==> src/common/sarrd_params.svh <==
`ifndef SARRD_PARAMS_SVH
`define SARRD_PARAMS_SVH

// Clock and conversion timing
`define SARRD_CLK_PERIOD_PS 20000
`define SARRD_CONV_TIME_NS 322
`define SARRD_CONV_CYCLES ((`SARRD_CONV_TIME_NS * 1000) / `SARRD_CLK_PERIOD_PS)
`define SARRD_CNT_W 5

// Result word
`define SARRD_RES_W 16
`define SARRD_SQUEEZE_GAIN 17'h06666

// Register byte offsets
`define SARRD_OFF_CTRL 8'h00
`define SARRD_OFF_STATUS 8'h04
`define SARRD_OFF_SAMPLE 8'h08
`define SARRD_OFF_RESULT 8'h0C
`define SARRD_OFF_COUNT 8'h10

// Control fields and reset values
`define SARRD_CTRL_CONV_EN 0
`define SARRD_CTRL_RESET 32'h00000001
`define SARRD_SAMPLE_RESET 16'h0000

// Status fields
`define SARRD_ST_BUSY 0
`define SARRD_ST_CHAIN 1
`define SARRD_ST_SQUEEZE 2
`define SARRD_ST_OUT_EN 3

// Bus responses
`define SARRD_RESP_OKAY 2'h0
`define SARRD_RESP_SLVERR 2'h2

`endif

==> src/common/sarrd_pkg.sv <==
package sarrd_pkg;

   // Pins arriving from outside the clock domain
   typedef struct packed {
      logic convert_start;
      logic shift_clock;
      logic chain_select;
      logic read_enable_or_upstream_input;
      logic gain_compression_select;
   } sarrd_pins_t;

   // Conversion sequencer states
   typedef enum logic [0:0] {
      SARRD_POWER_DOWN,
      SARRD_CONVERTING
   } sarrd_state_t;

endpackage : sarrd_pkg

==> src/hdl/sarrd_pin_sync.sv <==
`timescale 1ns/1ps
module sarrd_pin_sync #(
   parameter int WIDTH = 5
) (
   input wire logic aclk, // System clock
   input wire logic aresetn, // Synchronous reset, active low
   input wire logic [WIDTH-1:0] d, // Asynchronous pin levels
   output logic [WIDTH-1:0] q, // Synchronised levels
   output logic [WIDTH-1:0] rise // One-cycle rising-edge pulses
);
   logic [WIDTH-1:0] meta_q;
   logic [WIDTH-1:0] sync_q;
   logic [WIDTH-1:0] last_q;

   // Two flip-flops per bit, then a delay stage for edges
   genvar i;
   generate
      for (i = 0; i < WIDTH; i++) begin : g_bit
         always_ff @(posedge aclk) begin
            if (!aresetn) begin
               meta_q[i] <= 1'b0;
               sync_q[i] <= 1'b0;
               last_q[i] <= 1'b0;
            end else begin
               meta_q[i] <= d[i];
               sync_q[i] <= meta_q[i];
               last_q[i] <= sync_q[i];
            end
         end
         assign rise[i] = sync_q[i] & ~last_q[i];
      end
   endgenerate

   assign q = sync_q;
endmodule : sarrd_pin_sync

==> src/hdl/sarrd_top.sv <==
// Summary of operation
// - Chain select low: normal mode, shared pin gates the serial output.
// - Chain select high: chain mode, shared pin is upstream serial data.
// - Convert-start rising edge wakes device and begins a conversion.
// - Busy rises at conversion start and falls when it completes.
// - Enabled output advances one bit per shift-clock rise, MSB first.
// - Result is two's complement; just above/below zero read 0000/FFFF.
// - Chain mode: after own result, pass upstream data to the output.
// - Chain mode samples upstream input on shift-clock rising edges.
// - Normal mode: drive output after gate falls, release after it rises.
// - Squeeze select high: full range; low: scale into 10%..90% range.
// - Each conversion end prepares a sixteen-bit result word.
//
// The implementer's own choices: the AXI4-Lite interface to the registers and the register offsets.
`timescale 1ns/1ps
`include "sarrd_params.svh"
module sarrd_top (
   input wire logic aclk, // System clock, 50 MHz
   input wire logic aresetn, // Synchronous reset, active low
   input wire sarrd_pkg::sarrd_pins_t pins, // Asynchronous device pins
   output logic busy, // Conversion in progress
   output logic result_bit_output, // Serial data out
   output logic result_bit_output_oe, // Serial output driven when high
   input wire logic [31:0] s_axi_awaddr, // Write address
   input wire logic s_axi_awvalid, // Write address valid
   output logic s_axi_awready, // Write address ready
   input wire logic [31:0] s_axi_wdata, // Write data
   input wire logic [3:0] s_axi_wstrb, // Write byte strobes
   input wire logic s_axi_wvalid, // Write data valid
   output logic s_axi_wready, // Write data ready
   output logic [1:0] s_axi_bresp, // Write response
   output logic s_axi_bvalid, // Write response valid
   input wire logic s_axi_bready, // Write response ready
   input wire logic [31:0] s_axi_araddr, // Read address
   input wire logic s_axi_arvalid, // Read address valid
   output logic s_axi_arready, // Read address ready
   output logic [31:0] s_axi_rdata, // Read data
   output logic [1:0] s_axi_rresp, // Read response
   output logic s_axi_rvalid, // Read data valid
   input wire logic s_axi_rready // Read data ready
);
   import sarrd_pkg::*;

   ////////////////////////////////////////////////////////////////////////
   // Pin synchronisation

   sarrd_pins_t pins_q;
   sarrd_pins_t pins_rise;

   sarrd_pin_sync #(
      .WIDTH($bits(sarrd_pins_t))
   ) u_sync (
      .aclk(aclk),
      .aresetn(aresetn),
      .d(pins),
      .q(pins_q),
      .rise(pins_rise)
   );

   ////////////////////////////////////////////////////////////////////////
   // Settling after reset

   logic [2:0] settle_q;
   logic pins_valid;

   // Sync and edge stages refill before pin levels are trusted
   always_ff @(posedge aclk) begin
      if (!aresetn) begin
         settle_q <= 3'h0;
      end else begin
         settle_q <= {settle_q[1:0], 1'b1};
      end
   end

   // Reset levels of the sync stages differ from idle pin levels
   assign pins_valid = settle_q[2];

   logic chain_mode;
   logic squeeze_on;
   logic gate_low;
   logic upstream_bit_input;
   logic start_edge;
   logic shift_edge;

   // Shared pin meaning follows the mode
   assign chain_mode = pins_q.chain_select;
   assign gate_low = pins_q.read_enable_or_upstream_input;
   assign upstream_bit_input = pins_q.read_enable_or_upstream_input;
   assign squeeze_on = ~pins_q.gain_compression_select;
   assign start_edge = pins_rise.convert_start & pins_valid;
   assign shift_edge = pins_rise.shift_clock & pins_valid;

   ////////////////////////////////////////////////////////////////////////
   // Software registers

   logic [31:0] ctrl_q;
   logic [`SARRD_RES_W-1:0] sample_q;
   logic [`SARRD_RES_W-1:0] result_q;
   logic [31:0] count_q;

   ////////////////////////////////////////////////////////////////////////
   // Conversion sequencer

   sarrd_state_t state_q;
   logic [`SARRD_CNT_W-1:0] conv_cnt_q;
   logic conv_done;

   assign conv_done = (state_q == SARRD_CONVERTING) &&
      (conv_cnt_q == `SARRD_CNT_W'(`SARRD_CONV_CYCLES - 1));

   // Power-down until a start edge, then count the conversion time
   always_ff @(posedge aclk) begin
      if (!aresetn) begin
         state_q <= SARRD_POWER_DOWN;
         conv_cnt_q <= '0;
      end else begin
         case (state_q)
            SARRD_POWER_DOWN: begin
               if (start_edge && ctrl_q[`SARRD_CTRL_CONV_EN]) begin
                  state_q <= SARRD_CONVERTING;
                  conv_cnt_q <= '0;
               end
            end
            SARRD_CONVERTING: begin
               if (conv_done) begin
                  state_q <= SARRD_POWER_DOWN;
               end else begin
                  conv_cnt_q <= conv_cnt_q + `SARRD_CNT_W'(1);
               end
            end
            default: begin
               state_q <= SARRD_POWER_DOWN;
            end
         endcase
      end
   end

   // Busy output
   always_ff @(posedge aclk) begin
      if (!aresetn) begin
         busy <= 1'b0;
      end else if (state_q == SARRD_POWER_DOWN && start_edge &&
                   ctrl_q[`SARRD_CTRL_CONV_EN]) begin
         busy <= 1'b1;
      end else if (conv_done) begin
         busy <= 1'b0;
      end
   end

   ////////////////////////////////////////////////////////////////////////
   // Result coding

   logic signed [32:0] squeeze_prod;
   logic [`SARRD_RES_W-1:0] coded;

   // Squeeze scales by 0.8 so full scale spans 10%..90% of the range
   assign squeeze_prod = $signed(sample_q) *
      $signed(`SARRD_SQUEEZE_GAIN);
   always_comb begin
      if (squeeze_on) begin
         coded = squeeze_prod[30:15];
      end else begin
         coded = sample_q;
      end
   end

   // Latch the two's complement word at conversion end
   always_ff @(posedge aclk) begin
      if (!aresetn) begin
         result_q <= '0;
         count_q <= '0;
      end else if (conv_done) begin
         result_q <= coded;
         count_q <= count_q + 32'h00000001;
      end
   end

   ////////////////////////////////////////////////////////////////////////
   // Serial output shifter

   logic [`SARRD_RES_W-1:0] shift_q;
   logic [`SARRD_RES_W-1:0] shift_next;
   logic out_enabled;

   assign out_enabled = chain_mode | ~gate_low;
   // Chain mode refills from upstream, normal mode with zeros
   assign shift_next = {shift_q[`SARRD_RES_W-2:0],
                        chain_mode & upstream_bit_input};

   // Load at busy fall, then advance on each shift-clock rise while the output is enabled
   always_ff @(posedge aclk) begin
      if (!aresetn) begin
         shift_q <= '0;
         result_bit_output <= 1'b0;
      end else if (conv_done) begin
         shift_q <= coded;
         result_bit_output <= coded[`SARRD_RES_W-1];
      end else if (shift_edge && out_enabled) begin
         shift_q <= shift_next;
         result_bit_output <= shift_next[`SARRD_RES_W-1];
      end
   end

   // Output enable: off until pins settle, then always in chain mode, gate low in normal mode
   always_ff @(posedge aclk) begin
      if (!aresetn) begin
         result_bit_output_oe <= 1'b0;
      end else if (!pins_valid) begin
         result_bit_output_oe <= 1'b0;
      end else if (chain_mode) begin
         result_bit_output_oe <= 1'b1;
      end else begin
         result_bit_output_oe <= ~gate_low;
      end
   end

   ////////////////////////////////////////////////////////////////////////
   // AXI4-Lite write channel

   logic [7:0] aw_addr_q;
   logic [31:0] w_data_q;
   logic [3:0] w_strb_q;
   logic aw_have_q;
   logic w_have_q;
   logic wr_fire;
   logic wr_mapped;

   assign wr_fire = aw_have_q && w_have_q && !s_axi_bvalid;
   assign wr_mapped = (aw_addr_q == `SARRD_OFF_CTRL) ||
      (aw_addr_q == `SARRD_OFF_STATUS) ||
      (aw_addr_q == `SARRD_OFF_SAMPLE) ||
      (aw_addr_q == `SARRD_OFF_RESULT) ||
      (aw_addr_q == `SARRD_OFF_COUNT);

   // Address and data taken in either order, each held once
   always_ff @(posedge aclk) begin
      if (!aresetn) begin
         aw_have_q <= 1'b0;
         w_have_q <= 1'b0;
         aw_addr_q <= '0;
         w_data_q <= '0;
         w_strb_q <= '0;
         s_axi_awready <= 1'b1;
         s_axi_wready <= 1'b1;
      end else begin
         if (s_axi_awvalid && s_axi_awready) begin
            aw_addr_q <= {s_axi_awaddr[7:2], 2'b00};
            aw_have_q <= 1'b1;
            s_axi_awready <= 1'b0;
         end else if (wr_fire) begin
            aw_have_q <= 1'b0;
         end
         if (s_axi_wvalid && s_axi_wready) begin
            w_data_q <= s_axi_wdata;
            w_strb_q <= s_axi_wstrb;
            w_have_q <= 1'b1;
            s_axi_wready <= 1'b0;
         end else if (wr_fire) begin
            w_have_q <= 1'b0;
         end
         if (s_axi_bvalid && s_axi_bready) begin
            s_axi_awready <= 1'b1;
            s_axi_wready <= 1'b1;
         end
      end
   end

   // Response after both halves arrive
   always_ff @(posedge aclk) begin
      if (!aresetn) begin
         s_axi_bvalid <= 1'b0;
         s_axi_bresp <= `SARRD_RESP_OKAY;
      end else if (wr_fire) begin
         s_axi_bvalid <= 1'b1;
         s_axi_bresp <= wr_mapped ? `SARRD_RESP_OKAY : `SARRD_RESP_SLVERR;
      end else if (s_axi_bready) begin
         s_axi_bvalid <= 1'b0;
      end
   end

   // Writable registers with byte strobes
   always_ff @(posedge aclk) begin
      if (!aresetn) begin
         ctrl_q <= `SARRD_CTRL_RESET;
         sample_q <= `SARRD_SAMPLE_RESET;
      end else if (wr_fire) begin
         for (int b = 0; b < 4; b++) begin
            if (w_strb_q[b] && aw_addr_q == `SARRD_OFF_CTRL) begin
               ctrl_q[b*8 +: 8] <= w_data_q[b*8 +: 8];
            end
            if (w_strb_q[b] && b < 2 && aw_addr_q == `SARRD_OFF_SAMPLE) begin
               sample_q[(b%2)*8 +: 8] <= w_data_q[b*8 +: 8];
            end
         end
      end
   end

   ////////////////////////////////////////////////////////////////////////
   // AXI4-Lite read channel

   logic [31:0] rd_word;
   logic rd_mapped;

   // Read multiplexer
   always_comb begin
      rd_word = 32'h00000000;
      rd_mapped = 1'b1;
      case ({s_axi_araddr[7:2], 2'b00})
         `SARRD_OFF_CTRL: begin
            rd_word = ctrl_q;
         end
         `SARRD_OFF_STATUS: begin
            rd_word[`SARRD_ST_BUSY] = busy;
            rd_word[`SARRD_ST_CHAIN] = chain_mode;
            rd_word[`SARRD_ST_SQUEEZE] = squeeze_on;
            rd_word[`SARRD_ST_OUT_EN] = result_bit_output_oe;
         end
         `SARRD_OFF_SAMPLE: begin
            rd_word[`SARRD_RES_W-1:0] = sample_q;
         end
         `SARRD_OFF_RESULT: begin
            rd_word[`SARRD_RES_W-1:0] = result_q;
         end
         `SARRD_OFF_COUNT: begin
            rd_word = count_q;
         end
         default: begin
            rd_mapped = 1'b0;
         end
      endcase
   end

   // One read at a time, answered the cycle after the address
   always_ff @(posedge aclk) begin
      if (!aresetn) begin
         s_axi_arready <= 1'b1;
         s_axi_rvalid <= 1'b0;
         s_axi_rdata <= '0;
         s_axi_rresp <= `SARRD_RESP_OKAY;
      end else if (s_axi_arvalid && s_axi_arready) begin
         s_axi_arready <= 1'b0;
         s_axi_rvalid <= 1'b1;
         s_axi_rdata <= rd_word;
         s_axi_rresp <= rd_mapped ? `SARRD_RESP_OKAY : `SARRD_RESP_SLVERR;
      end else if (s_axi_rvalid && s_axi_rready) begin
         s_axi_rvalid <= 1'b0;
         s_axi_arready <= 1'b1;
      end
   end

   // Address bits outside [7:2] and unused sync outputs
   logic unused_ok;
   assign unused_ok = ^{s_axi_awaddr[31:8], s_axi_awaddr[1:0],
                        s_axi_araddr[31:8], s_axi_araddr[1:0],
                        pins_q.convert_start, pins_q.shift_clock,
                        pins_rise.chain_select,
                        pins_rise.read_enable_or_upstream_input,
                        pins_rise.gain_compression_select};
endmodule : sarrd_top

==> config.mk <==
export PLATFORM = sky130hd
export DESIGN_NAME = sarrd_top
export DESIGN_NICKNAME = d
export VERILOG_FILES = /design/src/common/sarrd_pkg.sv /design/src/hdl/sarrd_pin_sync.sv /design/src/hdl/sarrd_top.sv
export VERILOG_INCLUDE_DIRS = /design/src /design/src/common
export SDC_FILE = /design/constraint.sdc
export NUM_CORES = 1
export LEC_CHECK = 0
export BUFFER_PORTS_ARGS = -buffer_cell sky130_fd_sc_hd__buf_4
export CAP_MARGIN = 15
export CORE_ASPECT_RATIO = 1.25
export CORE_MARGIN = 2
export CORE_UTILIZATION = 34
export CTS_CLUSTER_SIZE = 14
export DETAILED_ROUTE_END_ITERATION = 10
export HOLD_SLACK_MARGIN = 0.1
export PLACE_DENSITY = 0.59
export SETUP_SLACK_MARGIN = 0.4
export SLEW_MARGIN = 30
export SYNTH_ARGS = -nofsm -noshare
export SYNTH_HDL_FRONTEND = slang
export SYNTH_SLANG_ARGS = --single-unit
==> constraint.sdc <==
create_clock -name aclk -period 5.6 [get_ports aclk]
set_input_delay 0.28 -clock aclk [delete_from_list [all_inputs] [get_ports aclk]]
set_output_delay 0.28 -clock aclk [all_outputs]
set_load 0.01 [all_outputs]
== Yosys cells after proc, flatten, opt, wreduce, memory -nomap -nowiden ==
Cells that the tools add are included.

* Add/sub/neg operators: 2
* Multipliers: 1
* Eq/ne operators: 11
* Mux-type cells: 30
* Bitwise logic cells: 12
* Reductions and logical operators: 41

{| class="wikitable"
|+ Operator list
! kind !! count
|-
| case mux 12 bit (4 select lines) || 1
|-
| adder 32 x 1 -> 32 bit (second input constant) || 1
|-
| case mux 16 bit (2 select lines) || 1
|-
| multiplier 16 x 15 -> 30 bit (second input constant) || 1
|-
| 2-to-1 mux 15 bit || 2
|-
| equality test 6 x 2 -> 1 bit (second input constant) || 4
|-
| case mux 4 bit (5 select lines) || 1
|-
| logical AND 1 bit || 18
|-
| 2-to-1 mux 1 bit || 18
|-
| 2-to-1 mux 16 bit || 1
|-
| AND reduction 2 bit || 8
|-
| equality test 6 x 1 -> 1 bit (second input constant) || 2
|-
| equality test 6 x 3 -> 1 bit (second input constant) || 2
|-
| nonzero test 2 bit || 6
|-
| 2-to-1 mux 5 bit || 2
|-
| case mux 5 bit (2 select lines) || 1
|-
| logical NOT 8 bit || 1
|-
| logical NOT 6 bit || 1
|-
| inverter 1 bit || 6
|-
| adder 5 x 1 -> 5 bit (second input constant) || 1
|-
| bitwise AND 1 bit || 5
|-
| equality test 5 x 4 -> 1 bit (second input constant) || 1
|-
| OR reduction 5 bit || 1
|-
| logical OR 1 bit || 4
|-
| other kinds (6) || 8
|}

* Register bits: 220
* Input bits: 112

== Depth between registers and ports, before layout ==
Gate-level depths: netlist (run 1).

* Depth in word-level cells: 6
* Gate-level depth with buffers: 21
* Gate-level depth less buffers: 21

== Modules after synthesis ==
A second synthesis (run 1) with hierarchy kept.

* Cells, all modules: 1546
* Area total of the unflattened synthesis: 13660.6 µm²

{| class="wikitable"
|+ Modules (own cells, without submodules)
! module !! instances !! cells each !! area an instance (µm²)
|-
| sarrd_top || 1 || 1510 || 13210.2
|-
| sarrd_pin_sync || 1 || 36 || 450.4
|}

== Worst setup path before layout (run 1) ==
No wires, ideal clock.

* Path type: register to register
* Start: register sample_q[14]
* End: register shift_q[13]
* Library setup time: 0.087 ns
* Arrival: 5.474 ns
* Required time: 5.513 ns
* Setup slack: 0.039 ns
* Cell stages (with the launch flop): 22
* Period minus slack after synthesis: 5.561 ns
* Cells stage by stage: dfxtp_1 > clkbuf_1 > inv_1 > ha_1 > fa_1 > inv_1 > ha_1 > fa_1 > fa_1 > inv_1 > fa_1 > inv_1 > ha_1 > clkbuf_1 > a21o_1 > a21o_1 > a21o_1 > a32oi_2 > o21ai_2 > a2111oi_2 > a311oi_1 > o31ai_1

* Longest elaborated chain between the ends: 3

{| class="wikitable"
|+ Ends and longest elaborated chain
! what !! RTL line !! source
|-
| from (decl) || sarrd_top.sv:97 || <nowiki>logic [`SARRD_RES_W-1:0] sample_q;</nowiki>
|-
| from (signal assigned) || sarrd_top.sv:285 || <nowiki>sample_q <= `SARRD_SAMPLE_RESET;</nowiki>
|-
| from (signal, indexed assignment) || sarrd_top.sv:292 || <nowiki>sample_q[(b%2)*8 +: 8] <= w_data_q[b*8 +: 8];</nowiki>
|-
| multiplier 16 x 15 -> 30 bit || sarrd_top.sv:157 || <nowiki>assign squeeze_prod = $signed(sample_q) *</nowiki>
|-
| 2-to-1 mux 16 bit || sarrd_top.sv:160 || <nowiki>if (squeeze_on) begin</nowiki>
|-
| 2-to-1 mux 15 bit || sarrd_top.sv:195 || <nowiki>end else if (conv_done) begin</nowiki>
|-
| to (signal assigned) || sarrd_top.sv:196 || <nowiki>shift_q <= coded;</nowiki>
|-
| to (signal assigned) || sarrd_top.sv:199 || <nowiki>shift_q <= shift_next;</nowiki>
|-
| to (decl) || sarrd_top.sv:181 || <nowiki>logic [`SARRD_RES_W-1:0] shift_q;</nowiki>
|}

Every way passes these cells.
A chain may end at the register's enable or synchronous reset.

== Final worst setup path (run 1) ==
* Start: register sample_q[7]
* End: register result_q[11]

* Longest elaborated chain between the ends: 2

{| class="wikitable"
|+ Ends and longest elaborated chain
! what !! RTL line !! source
|-
| multiplier 16 x 15 -> 30 bit || sarrd_top.sv:157 ||
|-
| 2-to-1 mux 16 bit || sarrd_top.sv:160 ||
|-
| to (signal assigned) || sarrd_top.sv:173 || <nowiki>result_q <= coded;</nowiki>
|-
| to (decl) || sarrd_top.sv:98 || <nowiki>logic [`SARRD_RES_W-1:0] result_q;</nowiki>
|}

Every way passes these cells.

==> results of run 1 <==
## report_power, final
group / switching [W] / internal, W / total [W]
clock: 0.000601 / 0.000841 / 0.00144
combinational: 0.000119 / 0.000106 / 0.000225
sequential: 0.0000353 / 0.00158 / 0.00162
## what timing repair did
item	4_1_cts	5_1_grt
setup endpoints to repair	32	32
buffers inserted	7	2
hold buffers	53	0
pin swaps	49	29
endpoints found under the hold margin	52	0
gates resized for setup	60	36
## cell usage after synthesis (3+ instances only)
cell / instances / area share
a221oi_1: 22 / 0.015
nand3_2: 3 / 0.0023
ha_1: 91 / 0.087
o21ai_0: 46 / 0.018
buf_1: 4 / 0.0011
nor3_1: 31 / 0.012
a22oi_1: 33 / 0.019
nor3b_1: 4 / 0.0023
mux2i_1: 26 / 0.020
nor2_1: 114 / 0.033
or3_1: 10 / 0.0048
clkbuf_1: 66 / 0.019
inv_1: 196 / 0.056
nand2b_1: 6 / 0.0029
nand4_1: 11 / 0.0053
o21ai_1: 7 / 0.0027
xnor2_1: 29 / 0.019
xor2_1: 28 / 0.019
and2_1: 19 / 0.0091
or4_1: 3 / 0.0017
and3_1: 12 / 0.0057
o31ai_1: 3 / 0.0017
o211a_1: 4 / 0.0031
nand2_1: 173 / 0.050
dfxtp_1: 218 / 0.33
fa_1: 80 / 0.12
a31oi_1: 8 / 0.0038
o211ai_1: 8 / 0.0046
o21a_1: 3 / 0.0017
buf_2: 5 / 0.0019
nor4_1: 3 / 0.0014
nand3_1: 61 / 0.023
a21oi_1: 157 / 0.060
a21o_1: 9 / 0.0052
## registers in the layout (all words and copies together) (netlist names), 2 cells and up
signal	count
count_q	32
ctrl_q	32
s_axi_rdata	32
w_data_q	32
result_q	16
sample_q	16
shift_q	15
aw_addr_q	6
conv_cnt_q	5
u_sync.meta_q	5
u_sync.q	5
w_strb_q	4
settle_q	3
u_sync.last_q	2
## stage by stage
stage	worst slack, ns	setup TNS [ns]
global route	0.0521	0
CTS	0.157	0
global placement	-0.00542	-0.00720
finish	0.217	0
detailed placement	-0.0432	-0.0865
floorplan	0.400	0
## critical path: stages (launching register included)
cell and delay, ns:
dfxtp_4 0.37, ha_4 0.25, buf_4 0.14, fa_1 0.45, fa_1 0.51, inv_2 0.04, fa_1 0.52, inv_1 0.05
fa_1 0.53, inv_2 0.06, fa_1 0.48, inv_1 0.05, ha_2 0.40, inv_1 0.09, a2111oi_4 0.35, a32oi_4 0.21
buf_6 0.16, o21ai_2 0.09, o2111a_1 0.21, o21ai_1 0.06, buf_4 0.16, a21oi_2 0.10
## kinds of logic after synthesis
logic type / count (synthesis) / share of synthesized area
compound gates: 326 / 0.155
xor+xnor: 57 / 0.0382
fa+ha+maj: 171 / 0.210
buf+inv: 273 / 0.0795
flops: 218 / 0.334
mux: 26 / 0.0199
other cells: 1 / 0.000287
simple gates: 462 / 0.163
## how the worst min path moves through the flow
stage	start	to	depth (start not counted)
6_report	aresetn	settle_q[0]	1
5_1_grt	aresetn	settle_q[0]	1
4_1_cts	aresetn	settle_q[0]	1
3_5_place_dp	settle_q[0]	settle_q[1]	1
3_3_place_gp	settle_q[0]	settle_q[1]	1
2_1_floorplan	aresetn	settle_q[0]	0
## routing by layer
layer  track usage  vias to the layer above
li1              -                     5506
met1         0.218                     5385
met2         0.351                      255
met3        0.0240                       76
met4        0.0752                        0
met5             0                        -
## placed cells by master (no fill, tap or decap), types with 4 or more instances in the layout
cell type | synthesis | routed
dfxtp_1 | 218 | 203
buf_4 | 2 | 186
inv_1 | 196 | 184
nand2_1 | 173 | 171
a21oi_1 | 157 | 149
nor2_1 | 114 | 109
fa_1 | 80 | 80
ha_1 | 91 | 67
nand3_1 | 61 | 60
dlygate4sd3_1 | 0 | 53
o21ai_0 | 46 | 40
a22oi_1 | 33 | 33
nor3_1 | 31 | 31
xnor2_1 | 29 | 27
xor2_1 | 28 | 26
mux2i_1 | 26 | 26
a221oi_1 | 22 | 22
ha_4 | 0 | 21
clkbuf_16 | 0 | 21
and2_1 | 19 | 19
inv_2 | 0 | 11
and3_1 | 12 | 11
nand4_1 | 11 | 11
dfxtp_4 | 0 | 11
a21o_1 | 9 | 9
or3_1 | 10 | 9
o211ai_1 | 8 | 8
clkbuf_8 | 0 | 8
o21ai_2 | 1 | 7
nand2b_1 | 6 | 6
o21ai_1 | 7 | 6
a21oi_2 | 0 | 6
a31oi_1 | 8 | 5
nor2_2 | 0 | 5
nand3_2 | 3 | 4
o211a_1 | 4 | 4
nor3b_1 | 4 | 4
clkinv_2 | 0 | 4
buf_6 | 0 | 4
dfxtp_2 | 0 | 4
## final cells by class
class / count / share of cell area
Multi-Input combinational cell: 1044 / 0.493
Tap cell: 492 / 0.0370
Inverter: 196 / 0.0444
Timing Repair Buffer: 243 / 0.119
Clock buffer: 31 / 0.0387
Clock inverter: 6 / 0.00353
Sequential cell: 218 / 0.265
==> metrics.csv, run 1 <==
metric,value,unit
status,"complete, no violations",
synth_cell_type_count,65,
p_total,0.00329,W
htreeDepth,1,
fin_nets,2007,
wl_met2,19800,um
met3_length,1360,um
worstMarginPinSlew,0.848,ns
avgSynthCellArea,8.52,um2
dieWidth,179,um
finalHoldViolations,0,
synth_edf_count,0,
ys_ff_latch,218,
clockBufferDepth,3,
drt-total-wl,37800,um
multi_input_area,0.00820,mm2
boundaryPins,156,
drc_errors,0,
clock.fmax,186,MHz
m1WireLength,15000,um
finalMaxSlewViolations,0,
crit_type,register to register,
placedInstanceArea,0.0149,mm2
cts_sinks,218,
grt_pass1_wl,60200,um
cts_tree,built,
routed-via-count,11200,
cp-start-kind,register,
setup_viol,0,
finalInstanceArea,0.0166,mm2
period_share,0.961,
grt_pass1_vias,11400,
start_util,0.343,
io_buffer_count,101,
rsz0062_at_grt,yes,
dp_cells,2131,
whs,0.188,ns
reg2regPathDepth,21,
numCtsBuffers,21,
fin_cells,2230,
antenna_found_initial,0,
cp_max_fo,4,
cp-startpoint,sample_q[7],
ys_seq_area_frac,0.334,
rrSetupSlack,0.22,ns
first_iter_violations,515,
clk_latency,0.52,ns
layout-drive-gt1-share,0.192,
endpoint,result_q[11],
end_kind,register,
gp_congestion,0.945,
hp-class,primary input to register,
grt_max_degree,78,
fin_util,0.437,
ant_nets,0,
via_per_inst,5.03,
power_leakage,7.37,nW
cts-root-buf,clkbuf_16,
fillCellCount,3753,
die_area,0.0400,mm2
top_layer,met4,
max_cap_violations,0,
syn_inst,1534,
arrival,5.81,ns
r2r-start,sample_q[7],
clk_pin_slew_worst_paths,0.06,ns
synthArstFlopShare,0,
peakVddDrop,202,uV
seq_area,0.00441,mm2
slew_headroom,0.430,
grt_overflow_total,0,
dp_hpwl,28600,um
core_area,0.0380,mm2
dieHeight,223,um
dr.pass1.iters,4,
rows,80,
cp_data_required_time,6.03,ns
r2r-end,result_q[11],
min_period,5.38,ns
fin_skew,0.0265,ns
syn_area,0.0131,mm2
grtUsageTotal,0.190,
areaGrowthSynthToFinish,27.4,%
yosys_warnings,0,
n_antenna_cell,0,
synth_top_flop_cell,dfxtp_1,
p_per_area,197,mW/mm2
drt-wirelength-per-cell,17.0,um
Power figures use the tool's default switching activity.
==> run 2, diff against run 1 <==
- CORE_UTILIZATION: 34 -> 45
- CTS_BUF_LIST: default -> sky130_fd_sc_hd__clkbuf_8
- PLACE_DENSITY: 0.59 -> 0.73
==> run 2 against run 1 <==
Die area down 24%; maximum frequency shrank 1.4%; hold slack worse by 0.054 ns; wire length decreased by 5.0%; total power fell by 9.8%; clock power decreased by 22%; critical endpoint is now shift_q[9].
==> metrics.csv, run 2 (synthesized netlist as in run 1, its figures left out) <==
metric,value,unit,change
n_antenna_cell,0,,unchanged
max_cap_violations,0,,unchanged
slew_headroom,0.514,,+0.0834
die_area,0.0304,mm2,-24%
clk_latency,0.56,ns,+0.04 ns
grtUsageTotal,0.234,,+0.0439
via_per_inst,5.42,,+7.7%
cpMostUsedCell,fa_1,,
p_comb_frac,0.076,,+0.007
layout_common_cells,"dfxtp_1, inv_1, buf_4",,
min_from,aresetn,,
layout_commonest_cell,dfxtp_1,,
fin_skew,0.0234,ns,-0.00312 ns
arrival,5.90,ns,+0.09 ns
clock.fmax,183,MHz,-1.4%
cp-startpoint,sample_q[6],,
grt_pass1_vias,11400,,-0.50%
finalHoldViolations,0,,unchanged
seqPwrFrac,0.545,,+0.052
cp_data_required_time,6.04,ns,about the same
period_share,0.975,,+0.0132
core_area,0.0285,mm2,-25%
drt-wirelength-per-cell,17.0,um,+0.35%
gp_congestion,0.960,,+1.6%
hp-class,primary input to register,,
cp_cell_sequence,"ha_4, inv_2, fa_1, inv_1, ha_1, inv_1, fa_1, inv_2, fa_1, inv_1, fa_1, inv_2, ha_4, o21ai_2, or3b_4, a2111oi_4, a32oi_4, buf_6, o31ai_4, xnor2_2, o21ai_2, and3_1",,
peakVddDrop,198,uV,-2.1%
layout-drive-gt1-share,0.202,,+0.0106
first_iter_violations,629,,+22%
setup_viol,0,,unchanged
power_leakage,7.34,nW,-0.39%
fin_nets,2019,,+0.60%
cp-start-kind,register,,
drc_errors,0,,unchanged
cts_tree,built,,
routed-via-count,11400,,+1.9%
antenna_found_initial,0,,unchanged
grt_max_degree,72,,-7.7%
io_buffer_count,101,,unchanged
finalInstanceArea,0.0165,mm2,-0.95%
rows,69,,-14%
dieHeight,194,um,-13%
r2r-start,sample_q[6],,
cts-root-buf,clkbuf_8,,
numCtsBuffers,29,,+38%
start_util,0.459,,+0.115
fin_util,0.578,,+0.141
htreeDepth,1,,unchanged
min_period,5.46,ns,+0.0741 ns
status,"complete, no violations",,
ant_nets,0,,unchanged
clock_power_share,0.378,,-0.061
internal-power,0.00223,W,-12%
p_total,0.00296,W,-9.8%
cts_sinks,218,,unchanged
cpMaxStageDelayCell,fa_1,,
dieWidth,156,um,-13%
dp_hpwl,26700,um,-6.8%
rsz0062_at_grt,yes,,
max_stage_delay,0.53,ns,about the same
p_per_area,180,mW/mm2,-9.0%
boundaryPins,156,,unchanged
finalMaxSlewViolations,0,,unchanged
clockBufferDepth,3,,unchanged
cp_max_fo,4,,unchanged
grt_pass1_wl,57400,um,-4.7%
placedInstanceArea,0.0147,mm2,-1.3%
switching_power,0.000734,W,-2.8%
dr.pass1.iters,5,,+1
worstMarginPinSlew,0.711,ns,-0.137 ns
drt-total-wl,35900,um,-5.0%
crit_type,register to register,,
clk_pin_slew_worst_paths,0.07,ns,about the same
sw_frac_of_total,0.248,,+0.0180
grt_overflow_total,0,,unchanged
rrSetupSlack,0.14,ns,-0.07 ns
end_kind,register,,
areaGrowthSynthToFinish,26.2,%,
run 2: routing by layer:
layer	vias up	part of all wire	GRT usage
met5	-	0	0
met4	0	0.042	0.105
met3	78	0.044	0.0276
met2	304	0.53	0.433
met1	5522	0.38	0.266
li1	5535	-	-
run 2: final cells by class:
| cell class | instances | area, um2 |
|---|---|---|
| Clock inverter | 18 | 77.6 |
| Inverter | 196 | 738 |
| Sequential cell | 218 | 4410 |
| Multi-Input combinational cell | 1044 | 8330 |
| Tap cell | 355 | 444 |
| Clock buffer | 33 | 454 |
| Timing Repair Buffer | 247 | 2030 |
| Fill cell | 2427 | 12000 |
run 2: worst max-delay path, delay by kind of cell (launching register included):
| family | cells | cell delay, ns |
|---|---|---|
| buffers and inverters | 7 | 0.45 |
| flip-flops | 1 | 0.38 |
| AND/OR/NAND/NOR | 2 | 0.55 |
| adder cells (fa/ha/maj) | 7 | 2.82 |
| AO/OA/AOI/OAI | 5 | 0.97 |
| XOR/XNOR | 1 | 0.16 |
run 2: repair_timing:
action | in CTS | in global routing
endpoints found under the hold margin | 52 | 0
endpoints found under the setup margin | 32 | 32
pin swaps | 37 | 64
setup buffers | 7 | 11
hold buffers | 53 | 0
gates resized for setup | 50 | 67
run 2: power groups by stage:
| stage | clock (W) | sequential, W | combinational (W) |
|---|---|---|---|
| 2_1_floorplan | 0 | 0.00165 | 0.000109 |
| 3_3_place_gp | 0 | 0.00165 | 0.000192 |
| 3_5_place_dp | 0 | 0.00165 | 0.000194 |
| 4_1_cts | 0.00114 | 0.00162 | 0.000225 |
| 5_1_grt | 0.00121 | 0.00162 | 0.000250 |
| 6_report | 0.00112 | 0.00162 | 0.000226 |
run 2: stage by stage:
stage | setup WS [ns] | hold WS (ns) | std cells | TNS (ns)
2_1_floorplan | 0.400 | 0.308 | 1535 | 0
3_3_place_gp | 0.0735 | 0.413 | 1989 | 0
3_5_place_dp | -0.0517 | 0.422 | 1989 | -0.0534
4_1_cts | 0.133 | 0.119 | 2100 | 0
5_1_grt | -0.0242 | 0.128 | 2111 | -0.0329
6_report | 0.142 | 0.133 | 2111 | 0
run 2: worst paths after layout:
path | to | cells after the start
worst min-delay path | settle_q[0] | 1
worst min register to register | settle_q[2] | 1
worst max-delay path | shift_q[9] | 22
worst max register to register | shift_q[9] | 22
